--- config.mk ---
export PLATFORM = sky130hd
export DESIGN_NAME = touch_sense_result_logic
export DESIGN_NICKNAME = d
export VERILOG_FILES = /design/src/hw/touch_sense_result_logic.v /design/src/hw/touch_channel_decide.v
export VERILOG_INCLUDE_DIRS = /design/src /design/src/hw
export SDC_FILE = /design/constraint.sdc
export NUM_CORES = 1
export LEC_CHECK = 0
export BUFFER_PORTS_ARGS = -buffer_cell sky130_fd_sc_hd__buf_2
export CAP_MARGIN = 20
export CORE_AREA = 4 4 266 268
export CTS_CLUSTER_SIZE = 24
export DETAILED_ROUTE_END_ITERATION = 10
export DIE_AREA = 0 0 270 272
export PLACE_DENSITY = 0.62
export SYNTH_ARGS = -nofsm -noshare
export SYNTH_HDL_FRONTEND = slang
export SYNTH_HIERARCHICAL = 1
export SYNTH_SLANG_ARGS = --single-unit
--- constraint.sdc ---
create_clock -name clk -period 14.55 [get_ports clk]
set_clock_uncertainty 0.2 [all_clocks]
set_input_delay 1.455 -clock clk [delete_from_list [all_inputs] [get_ports clk]]
set_output_delay 1.455 -clock clk [all_outputs]
set_load 0.02 [all_outputs]
--- src/hw/touch_regs.vh ---
// register map, field layout, reset values and timing of the touch block
`ifndef TOUCH_REGS_VH
`define TOUCH_REGS_VH

// register word indexes; byte address is four times the index
`define GPIO_CFG_IDX 8'h09
`define EVENT_FLAGS_IDX 8'h43
`define SLIDER_POS_IDX 8'h45
`define SLIDER_ASSIGN_IDX 8'h74
`define RELEASE_MARGIN_IDX 8'h75
`define SCAN_CTRL_IDX 8'h10
`define TOUCH_THRESH_IDX 8'h11
`define BASELINE_IDX_HI 5'h04
`define RESULT_IDX_HI 5'h06

// gpio function field and trigger field
`define GPIO_FUNC_DISABLED 2'h0
`define GPIO_FUNC_INPUT 2'h1
`define GPIO_FUNC_OUT_LOW 2'h2
`define GPIO_FUNC_OUT_HIGH 2'h3
`define GPIO_TRIG_LSB 2
`define GPIO_TRIG_LOW 3'h1
`define GPIO_TRIG_HIGH 3'h2
`define GPIO_TRIG_FALL 3'h5
`define GPIO_TRIG_RISE 3'h6
`define GPIO_TRIG_BOTH 3'h7

// event flag bits
`define EV_SLIDER_BIT 8
`define EV_GPIO_BIT 15

// slider result and slider assign fields
`define SLIDER_DIR_BIT 5
`define SLIDER_VALID_BIT 6
`define SLIDER_WHEEL_BIT 8

// scan control fields
`define SCAN_DEC_LSB 8

// decimation select codes: 128,256,512,1024,2048
`define DEC_SEL_2048 3'h4

// reset values
`define GPIO_CFG_RST 16'h0002
`define SCAN_EN_RST 8'hFF
`define DEC_SEL_RST 3'h3
`define TOUCH_THRESH_RST 16'h0040
`define RELEASE_MARGIN_RST 6'h08
`define SLIDER_ASSIGN_RST 9'h000
`define BASELINE_RST 16'h0400

// one converter sample every 2 us gives 0.256 ms at 128 samples
`define SAMPLE_PERIOD_NS 2000
`define CLK_PERIOD_NS 40
`define SAMPLE_CYCLES (`SAMPLE_PERIOD_NS / `CLK_PERIOD_NS)

`endif

--- src/hw/touch_sense_result_logic.v ---
// touch scan sequencer, decisions, slider, gpio, event flags, bus slave
//
// Register access over Avalon-MM was chosen for this implementation.
`timescale 1ns/1ps
`include "touch_regs.vh"

// Function
// - six-bit release margin sets untouch level
// - gap band keeps touch, no event
// - eight inputs switched one at a time
// - default 1024 samples averaged per input
// - decimation selectable 128, 256, 512, 1024, 2048
// - conversion time scales with decimation rate
// - scan period equals conversion times active count
// - only connected inputs converted, floating skipped
// - result relative to per-sensor baseline
// - 2x interpolated slider and wheel positions
// - status bit one on touch, zero untouch
// - pin asserts after status update on events
// - strap inverts notify pin polarity
// - status read releases pin, clears events
// - gpio flag bit 15, touches below
// - register assigns channels to slider or wheel
// - slider flag, direction, five-bit location
// - two-bit gpio function, reset output low
// - push-pull active-low notify pin default
// - pattern zero-one selects gpio input
// - gpio clears only when trigger ended
module touch_sense_result_logic #(
  parameter NCH = 8,
  parameter SAMPLE_CYCLES = `SAMPLE_CYCLES
) (
  input wire clk,
  input wire arst_n,
  input wire [9:0] avs_address,
  input wire avs_read,
  input wire avs_write,
  input wire [31:0] avs_writedata,
  input wire [3:0] avs_byteenable,
  output reg [31:0] avs_readdata,
  output wire avs_waitrequest,
  output reg [2:0] conv_chan_sel,
  output reg conv_connect,
  output reg conv_sample,
  input wire conv_bit,
  input wire notify_invert_strap,
  output reg event_notify_pin,
  input wire gpio_in,
  output reg gpio_out,
  output reg gpio_oe
);
  localparam ST_IDLE = 3'b001;
  localparam ST_CONV = 3'b010;
  localparam ST_STORE = 3'b100;

  reg [2:0] state_r;
  reg [2:0] ch_r;
  reg [11:0] div_r;
  reg [11:0] nsamp_r;
  reg [11:0] ones_r;
  reg ack_r;
  reg [15:0] gpio_cfg_r;
  reg [7:0] scan_en_r;
  reg [2:0] dec_sel_r;
  reg [15:0] thresh_r;
  reg [5:0] margin_r;
  reg [8:0] slider_assign_r;
  reg [15:0] base_r [0:NCH-1];
  reg [15:0] result_r [0:NCH-1];
  reg [7:0] touch_stat_r;
  reg touch_pend_r;
  reg slider_flag_r;
  reg gpio_flag_r;
  reg gpio_prev_r;
  reg inv_r;
  reg strap_done_r;
  reg [4:0] loc_r;
  reg dir_r;
  reg any_r;
  reg [NCH-1:0] upd_r;
  reg [2:0] dec_eff;
  reg [11:0] last_samp;
  reg [15:0] avg;
  reg [4:0] loc;
  reg any_sl;
  reg gpio_cond;
  reg gpio_edge;
  reg [3:0] cnt;
  reg found;
  reg cand;
  reg prev_t;
  reg first_t;
  wire [7:0] idx;
  wire wr_fire;
  wire rd_fire;
  wire tick;
  wire [NCH-1:0] touched;
  wire [NCH-1:0] ev_t;
  wire [NCH-1:0] ev_u;
  wire [NCH-1:0] ev_any;
  wire notify_active;
  wire [2:0] trig;
  integer i;
  integer ri;
  integer fi;
  integer bi;

  assign idx = avs_address[9:2];
  assign trig = gpio_cfg_r[`GPIO_TRIG_LSB+2:`GPIO_TRIG_LSB];
  assign ev_any = ev_t | ev_u;

  // one wait state: writes taken at the edge where waitrequest is low, reads at the wait edge before it
  assign avs_waitrequest = (avs_read || avs_write) && !ack_r;
  assign wr_fire = avs_write && ack_r;
  // status clears at the edge that snapshots it, so an event landing
  // between snapshot and completion is kept rather than lost
  assign rd_fire = avs_read && !ack_r && (idx == `EVENT_FLAGS_IDX);

  // byte-lane merge for 16-bit registers
  function [15:0] merge16;
    input [15:0] old;
    input [31:0] wd;
    input [3:0] be;
    begin
      merge16 = {be[1] ? wd[15:8] : old[15:8], be[0] ? wd[7:0] : old[7:0]};
    end
  endfunction

  // next connected input after cur, cyclic
  function [2:0] next_ch;
    input [7:0] en;
    input [2:0] cur;
    reg [2:0] k;
    reg hit;
    integer j;
    begin
      next_ch = cur;
      hit = 1'b0;
      for (j = 1; j <= 8; j = j + 1) begin
        k = cur + j[2:0];
        if (!hit && en[k]) begin
          next_ch = k;
          hit = 1'b1;
        end
      end
    end
  endfunction

  // decimation select; unknown codes fall back to the default
  always @* begin
    dec_eff = (dec_sel_r > `DEC_SEL_2048) ? `DEC_SEL_RST : dec_sel_r;
    last_samp = (12'h080 << dec_eff) - 12'h001;
    // scale the ones count to a common 2048-sample range
    avg = {4'h0, ones_r} << (`DEC_SEL_2048 - dec_eff);
  end

  // sample-rate divider; one conversion is the sample count times 2 us
  assign tick = (div_r == SAMPLE_CYCLES - 1);

  always @(posedge clk or negedge arst_n) begin
    if (!arst_n)
      div_r <= 12'h000;
    else if (tick)
      div_r <= 12'h000;
    else
      div_r <= div_r + 12'h001;
  end

  // sequencer: back-to-back conversions so the scan period is
  // conversion time times the number of connected inputs
  always @(posedge clk or negedge arst_n) begin
    if (!arst_n) begin
      state_r <= ST_IDLE;
      ch_r <= 3'h7;
      nsamp_r <= 12'h000;
      ones_r <= 12'h000;
      upd_r <= {NCH{1'b0}};
      conv_chan_sel <= 3'h0;
      conv_connect <= 1'b0;
      conv_sample <= 1'b0;
      for (ri = 0; ri < NCH; ri = ri + 1)
        result_r[ri] <= 16'h0000;
    end else begin
      upd_r <= {NCH{1'b0}};
      conv_sample <= 1'b0;
      case (state_r)
        ST_IDLE: begin
          conv_connect <= 1'b0;
          nsamp_r <= 12'h000;
          ones_r <= 12'h000;
          if (scan_en_r != 8'h00) begin
            ch_r <= next_ch(scan_en_r, ch_r);
            conv_chan_sel <= next_ch(scan_en_r, ch_r);
            conv_connect <= 1'b1;
            state_r <= ST_CONV;
          end
        end
        ST_CONV: begin
          // an input made floating mid-conversion is dropped at once
          if (!scan_en_r[ch_r]) begin
            conv_connect <= 1'b0;
            state_r <= ST_IDLE;
          end else if (tick) begin
            conv_sample <= 1'b1;
            ones_r <= ones_r + {11'h000, conv_bit};
            nsamp_r <= nsamp_r + 12'h001;
            // a rate lowered mid-conversion must not overshoot the end
            if (nsamp_r >= last_samp) begin
              conv_connect <= 1'b0;
              state_r <= ST_STORE;
            end
          end
        end
        ST_STORE: begin
          result_r[ch_r] <= avg - base_r[ch_r];
          upd_r[ch_r] <= 1'b1;
          nsamp_r <= 12'h000;
          ones_r <= 12'h000;
          if (scan_en_r != 8'h00) begin
            ch_r <= next_ch(scan_en_r, ch_r);
            conv_chan_sel <= next_ch(scan_en_r, ch_r);
            conv_connect <= 1'b1;
            state_r <= ST_CONV;
          end else begin
            state_r <= ST_IDLE;
          end
        end
        default: begin
          conv_connect <= 1'b0;
          state_r <= ST_IDLE;
        end
      endcase
    end
  end

  // one decision block per input, strobed on the same edge its result lands
  genvar g;
  generate
    for (g = 0; g < NCH; g = g + 1) begin : chan
      touch_channel_decide u_dec (
        .clk(clk),
        .arst_n(arst_n),
        .update(upd_r[g]),
        .delta(result_r[g]),
        .thresh(thresh_r),
        .margin(margin_r),
        .touched_r(touched[g]),
        .ev_touch_r(ev_t[g]),
        .ev_untouch_r(ev_u[g])
      );
    end
  endgenerate

  // slider or wheel location with 2x interpolation
  always @* begin
    loc = 5'h00;
    cnt = 4'h0;
    found = 1'b0;
    cand = 1'b0;
    prev_t = 1'b0;
    first_t = 1'b0;
    for (i = 0; i < NCH; i = i + 1) begin
      if (slider_assign_r[i]) begin
        if (cnt == 4'h0)
          first_t = touched[i];
        if (touched[i] && !found && !cand) begin
          if (prev_t) begin
            loc = {cnt, 1'b0} - 5'h01;
            found = 1'b1;
          end else begin
            loc = {cnt, 1'b0};
            cand = 1'b1;
          end
        end else if (touched[i] && cand && !found) begin
          loc = loc + 5'h01;
          found = 1'b1;
        end else if (!touched[i] && cand) begin
          found = 1'b1;
        end
        prev_t = touched[i];
        cnt = cnt + 4'h1;
      end
    end
    // a wheel closes: last and first elements give position 2n-1
    if (slider_assign_r[`SLIDER_WHEEL_BIT] && first_t && prev_t &&
        cnt > 4'h1 && loc == 5'h00)
      loc = {cnt, 1'b0} - 5'h01;
    any_sl = |(touched & slider_assign_r[7:0]);
  end

  // gpio trigger condition; level triggers hold while the level stays
  always @* begin
    gpio_cond = 1'b0;
    gpio_edge = 1'b0;
    if (gpio_cfg_r[1:0] == `GPIO_FUNC_INPUT) begin
      case (trig)
        `GPIO_TRIG_LOW: gpio_cond = !gpio_in;
        `GPIO_TRIG_HIGH: gpio_cond = gpio_in;
        `GPIO_TRIG_FALL: gpio_edge = gpio_prev_r && !gpio_in;
        `GPIO_TRIG_RISE: gpio_edge = !gpio_prev_r && gpio_in;
        `GPIO_TRIG_BOTH: gpio_edge = gpio_prev_r != gpio_in;
        default: gpio_cond = 1'b0;
      endcase
    end
  end

  // gpio pin driver: disabled and input leave the pin undriven
  always @(posedge clk or negedge arst_n) begin
    if (!arst_n) begin
      gpio_out <= 1'b0;
      gpio_oe <= 1'b0;
      gpio_prev_r <= 1'b0;
    end else begin
      gpio_prev_r <= gpio_in;
      gpio_out <= gpio_cfg_r[1:0] == `GPIO_FUNC_OUT_HIGH;
      gpio_oe <= gpio_cfg_r[1];
    end
  end

  // event flags: a new event in the read cycle survives the clear
  always @(posedge clk or negedge arst_n) begin
    if (!arst_n) begin
      touch_stat_r <= 8'h00;
      touch_pend_r <= 1'b0;
      slider_flag_r <= 1'b0;
      gpio_flag_r <= 1'b0;
      loc_r <= 5'h00;
      dir_r <= 1'b0;
      any_r <= 1'b0;
    end else begin
      for (fi = 0; fi < NCH; fi = fi + 1) begin
        if (ev_t[fi])
          touch_stat_r[fi] <= 1'b1;
        else if (ev_u[fi])
          touch_stat_r[fi] <= 1'b0;
      end
      touch_pend_r <= (touch_pend_r && !rd_fire) || (|ev_any);
      any_r <= any_sl;
      if (any_sl) begin
        loc_r <= loc;
        if (loc != loc_r && any_r)
          dir_r <= loc > loc_r;
      end
      slider_flag_r <= (slider_flag_r && !rd_fire) ||
                       (any_sl && (!any_r || loc != loc_r)) ||
                       (any_r && !any_sl);
      // a level trigger still present keeps the flag through a read
      gpio_flag_r <= (gpio_flag_r && !(rd_fire && !gpio_cond)) ||
                     gpio_cond || gpio_edge;
    end
  end

  // polarity strap caught at the first edge after reset release
  always @(posedge clk or negedge arst_n) begin
    if (!arst_n) begin
      inv_r <= 1'b0;
      strap_done_r <= 1'b0;
    end else if (!strap_done_r) begin
      inv_r <= notify_invert_strap;
      strap_done_r <= 1'b1;
    end
  end

  // pin follows the flags, so it moves one edge after they update
  assign notify_active = touch_pend_r || slider_flag_r || gpio_flag_r;

  always @(posedge clk or negedge arst_n) begin
    if (!arst_n)
      event_notify_pin <= 1'b1;
    else
      event_notify_pin <= inv_r ? notify_active : !notify_active;
  end

  // register writes, taken at the edge that completes the transfer
  always @(posedge clk or negedge arst_n) begin
    if (!arst_n) begin
      ack_r <= 1'b0;
      gpio_cfg_r <= `GPIO_CFG_RST;
      scan_en_r <= `SCAN_EN_RST;
      dec_sel_r <= `DEC_SEL_RST;
      thresh_r <= `TOUCH_THRESH_RST;
      margin_r <= `RELEASE_MARGIN_RST;
      slider_assign_r <= `SLIDER_ASSIGN_RST;
      for (bi = 0; bi < NCH; bi = bi + 1)
        base_r[bi] <= `BASELINE_RST;
    end else begin
      ack_r <= (avs_read || avs_write) && !ack_r;
      if (wr_fire) begin
        case (idx)
          `GPIO_CFG_IDX: gpio_cfg_r <=
            merge16(gpio_cfg_r, avs_writedata, avs_byteenable) & 16'h001F;
          `SCAN_CTRL_IDX: begin
            if (avs_byteenable[0])
              scan_en_r <= avs_writedata[7:0];
            if (avs_byteenable[1])
              dec_sel_r <= avs_writedata[`SCAN_DEC_LSB+2:`SCAN_DEC_LSB];
          end
          `TOUCH_THRESH_IDX: thresh_r <=
            merge16(thresh_r, avs_writedata, avs_byteenable);
          `SLIDER_ASSIGN_IDX: begin
            if (avs_byteenable[0])
              slider_assign_r[7:0] <= avs_writedata[7:0];
            if (avs_byteenable[1])
              slider_assign_r[8] <= avs_writedata[`SLIDER_WHEEL_BIT];
          end
          `RELEASE_MARGIN_IDX: begin
            if (avs_byteenable[0])
              margin_r <= avs_writedata[5:0];
          end
          default: begin
            if (idx[7:3] == `BASELINE_IDX_HI)
              base_r[idx[2:0]] <=
                merge16(base_r[idx[2:0]], avs_writedata, avs_byteenable);
          end
        endcase
      end
    end
  end

  // read data registered in the wait cycle; unmapped words read zero
  always @(posedge clk or negedge arst_n) begin
    if (!arst_n) begin
      avs_readdata <= 32'h00000000;
    end else if (avs_read && !ack_r) begin
      case (idx)
        `GPIO_CFG_IDX: avs_readdata <= {16'h0000, gpio_cfg_r};
        `EVENT_FLAGS_IDX: avs_readdata <= {16'h0000, gpio_flag_r,
          6'h00, slider_flag_r, touch_stat_r};
        `SLIDER_POS_IDX: avs_readdata <= {25'h0000000, any_r, dir_r,
          loc_r};
        `SLIDER_ASSIGN_IDX: avs_readdata <= {23'h000000,
          slider_assign_r};
        `RELEASE_MARGIN_IDX: avs_readdata <= {26'h0000000, margin_r};
        `SCAN_CTRL_IDX: avs_readdata <= {21'h000000, dec_sel_r,
          scan_en_r};
        `TOUCH_THRESH_IDX: avs_readdata <= {16'h0000, thresh_r};
        default: begin
          if (idx[7:3] == `BASELINE_IDX_HI)
            avs_readdata <= {16'h0000, base_r[idx[2:0]]};
          else if (idx[7:3] == `RESULT_IDX_HI)
            avs_readdata <= {16'h0000, result_r[idx[2:0]]};
          else
            avs_readdata <= 32'h00000000;
        end
      endcase
    end
  end
endmodule // touch_sense_result_logic

--- src/hw/touch_channel_decide.v ---
// per-channel touch and untouch decision with release margin
`timescale 1ns/1ps
module touch_channel_decide (
  input wire clk,
  input wire arst_n,
  input wire update,
  input wire signed [15:0] delta,
  input wire signed [15:0] thresh,
  input wire [5:0] margin,
  output reg touched_r,
  output reg ev_touch_r,
  output reg ev_untouch_r
);
  wire signed [16:0] untouch_lvl;
  wire above_touch;
  wire below_untouch;

  // widened so a low threshold minus margin cannot wrap
  assign untouch_lvl = {thresh[15], thresh} - {11'h000, margin};
  assign above_touch = delta >= thresh;
  assign below_untouch = $signed({delta[15], delta}) < untouch_lvl;

  // events fire only on a change of state, the gap band holds the state
  always @(posedge clk or negedge arst_n) begin
    if (!arst_n) begin
      touched_r <= 1'b0;
      ev_touch_r <= 1'b0;
      ev_untouch_r <= 1'b0;
    end else begin
      ev_touch_r <= update && !touched_r && above_touch;
      ev_untouch_r <= update && touched_r && below_untouch;
      if (update && !touched_r && above_touch)
        touched_r <= 1'b1;
      else if (update && touched_r && below_untouch)
        touched_r <= 1'b0;
    end
  end
endmodule // touch_channel_decide

==> results_dict.tcl <==
set metrics [dict create \
    cp_slowest_cell "fa_1" \
    min_period_over_period_pct 54.7 \
    vias 27100 \
    post-synth-top-count-cell "dfrtp_1" \
    hold_class "flip-flop to flip-flop" \
    powerDensity_nw_per_um2 92.3 \
    grt-ovfl-total 0 \
    cts_setup_buffers 0 \
    grt_setup_unrepaired "false" \
    gp_congestion 0.904 \
    cap_violations 0 \
    clock-sinks 423 \
    die_h_um 272 \
    synth_edf_count 0 \
    syn-cell-area_um2 33400 \
    peakVddDrop_mv 0.106 \
    worstSetupStartpointType "flip-flop" \
    fmax_mhz 126 \
    yosys_warnings 6 \
    cp_common_cell "ha_1" \
    path_max_fanout 10 \
    finalSetupViolCount 0 \
    synthFlopType "dfrtp_1" \
    synth_commonest_cells "dfrtp_1, ha_1, nand2_1" \
    relSlewSlack_pct 23.3 \
    rows 96 \
    first_pass_iters 7 \
    wirelength_um 101000 \
    postSynthCellCount 3499 \
    first_iter_violations 2039 \
    yosys.area.top_type "dfrtp_1" \
    grt_pass1_wl_um 157000 \
    status "completed" \
    tns_ns 0 \
    clock_latency_ns 0.64 \
    grt_max_degree 107 \
    layout-drive-gt1-share_pct 15.6 \
    via_per_inst 6.06 \
    place_hpwl_um 75400 \
    clk_pin_slew_ns 0.06 \
    ys_seq_area_share_pct 31.8 \
    nets 3985 \
    ant_nets 0 \
    holdPathStages 0 \
    worst-r2r-cell-count 34 \
    initial_utilization_pct 48.8 \
    crit_start "slider_assign_r[1]$_DFFE_PN0P_" \
    n_fill_cell 6306 \
    r2r_start "slider_assign_r[1]$_DFFE_PN0P_" \
    netlist.area_leader.share_pct 29.8 \
    tightest_slew_ns 1.15 \
    cts_buffer_depth 3 \
    track_usage_pct 27.4 \
    io_buffers 57 \
    h-tree-depth 2 \
    grt_pass1_vias 26600 \
    clockRootBuffer "clkbuf_16" \
    finalMaxSlewViolations 0 \
    worstReg2RegEnd "dir_r$_DFFE_PN0P_" \
    path_class "flip-flop to flip-flop" \
    core_um2 68300 \
    avgSynthCellArea_um2 9.54 \
    cts.repair.resized 0 \
    cts_tree "yes" \
    routedWlPerCell_um 22.6 \
    finalHoldViolCount 0 \
    synth_seq_cells 423 \
    drc_errors 0 \
    worstSetupEndpointType "flip-flop" \
    whs_ns 0.224 \
    cts_buffers 49 \
    ys_top_cells_by_area "dfrtp_1, ha_1, mux4_2, mux2_2, nand2_1" \
    fp.dieW_um 270 \
    power_leakage_nw 16.7 \
    n_antenna_cell 0 \
    area_growth_pct 9.24 \
    synth_cell_types 91 \
    async_flop_share_pct 100 \
    crit_arrival_ns 8.23 \
    cts_hold_buf 0 \
    period_minus_slack_ns 7.95 \
    dieArea_um2 73400 \
    max_stage_delay_ns 0.91 \
    cp.required_ns 14.83 \
    worst-r2r-setup-slack_ns 6.60 \
    crit_path_end "dir_r$_DFFE_PN0P_" \
    pin_count 94 \
    antenna_found_initial 1 \
]
==> where the power goes <==
group / switching, W / internal (W)
sequential: 0.0000474 / 0.00120
combinational: 0.000520 / 0.000296
clock: 0.000544 / 0.000751
==> metal layers <==
| metal | global-route usage, % | part of all wire (%) |
|---|---|---|
| met4 | 11.4 | 4.8 |
| met3 | 2.55 | 4.9 |
| met1 | 37.6 | 44 |
| met2 | 44.8 | 46 |
| met5 | 0 | 0 |
==> worst max-delay path, delay by kind of cell (launching register included) <==
| family | cells | cell delay [ns] |
|---|---|---|
| buffers and inverters | 6 | 0.82 |
| AOI/OAI and AO/OA | 12 | 2.49 |
| adders and majority gates | 7 | 2.61 |
| and+or+nand+nor | 7 | 0.84 |
| DFF | 1 | 0.54 |
| xor gates and xnor gates | 2 | 0.34 |
==> state kept, by name, summed over array words and instances (netlist names), 5 cells and up <==
name and cells:
chan.u_dec/touched_r 8, gpio_cfg_r 5, base_r 128, ones_r 12, loc_r 5, chan.u_dec/ev_touch_r 8
margin_r 6, upd_r 8, avs_readdata 16, nsamp_r 12, touch_stat_r 8, chan.u_dec/ev_untouch_r 8
scan_en_r 8, div_r 12, slider_assign_r 9, result_r 128, thresh_r 16
==> how the worst min path moves through the flow <==
| stage | from | end | slack, ns |
|---|---|---|---|
| global route | gpio_cfg_r[1]$_DFFE_PN1P_ | gpio_oe$_DFF_PN0_ | 0.23 |
| floorplan | inv_r$_DFFE_PN0N_ | event_notify_pin$_DFF_PN1_ | 0.20 |
| detailed placement | inv_r$_DFFE_PN0N_ | event_notify_pin$_DFF_PN1_ | 0.22 |
| global placement | inv_r$_DFFE_PN0N_ | event_notify_pin$_DFF_PN1_ | 0.21 |
| finish | gpio_cfg_r[1]$_DFFE_PN1P_ | gpio_oe$_DFF_PN0_ | 0.22 |
| CTS | gpio_cfg_r[1]$_DFFE_PN1P_ | gpio_oe$_DFF_PN0_ | 0.22 |
==> placed cells by master, fill, tap and decap left out, drive strengths merged, types with 10 or more instances in the layout <==
cell    synthesis  routed
xnor2         110     110
ha            368     368
clkbuf         85      70
or3            24      24
nand3          62      62
nand2         368     368
nor4           34      34
a21boi         13      13
and2           14      14
or2            15      15
mux4          104     104
mux2          165     165
a221oi         12      12
mux2i          98      98
nand4          85      85
nor2b          59      59
nand2b         30      30
buf            37     109
nor3           42      42
o21ai         263     263
xor2           49      49
conb            2      18
o21a           11      11
and3           24      24
or4            11      11
fa             10      10
a21o           26      26
a21oi         197     197
inv           284     286
a31oi          27      27
nor4b          18      18
a211oi         33      33
clkinv          3      13
nor2          228     228
dfrtp         397     397
o211ai         35      35
dfstp          26      26
==> cell families (layout without fill, tap and decap cells) <==
group	Yosys count	after routing	synth area share (%)
AOI/OAI and AO/OA	722	722	13.3
xor gates and xnor gates	160	160	4.48
adders and majority gates	378	378	14.4
buffers and inverters	409	489	4.83
DFF	423	423	31.8
muxes	367	367	15.5
other	2	18	0.0225
and+or+nand+nor	1038	1038	15.6
==> final cells by class <==
class                   instances  area [µm²]  area share (%)
clock buffers                  69        1360            3.73
clock inverters                23         328           0.899
inverters                     287        1080            2.96
multi-input cells            2683       21200            58.2
flip-flops and latches        423       10600            29.1
well taps                     882        1100            3.03
repair buffers                110         756            2.07
==> through the flow <==
stage | power, W | std cells | setup WS [ns] | cell area [µm²] | util, %
2_1_floorplan | 0.00181 | 3515 | 7.68 | 33400 | -
3_3_place_gp | 0.00207 | 4380 | 6.72 | 34700 | 50.7
3_5_place_dp | 0.00208 | 4381 | 6.66 | 34700 | 50.8
4_1_cts | 0.00338 | 4473 | 6.62 | 36400 | 53.2
5_1_grt | 0.00352 | 4477 | 6.01 | 36400 | 53.3
6_report | 0.00336 | 4477 | 6.60 | 36400 | 53.3
Note: power is estimated with default switching activity, not from simulation.
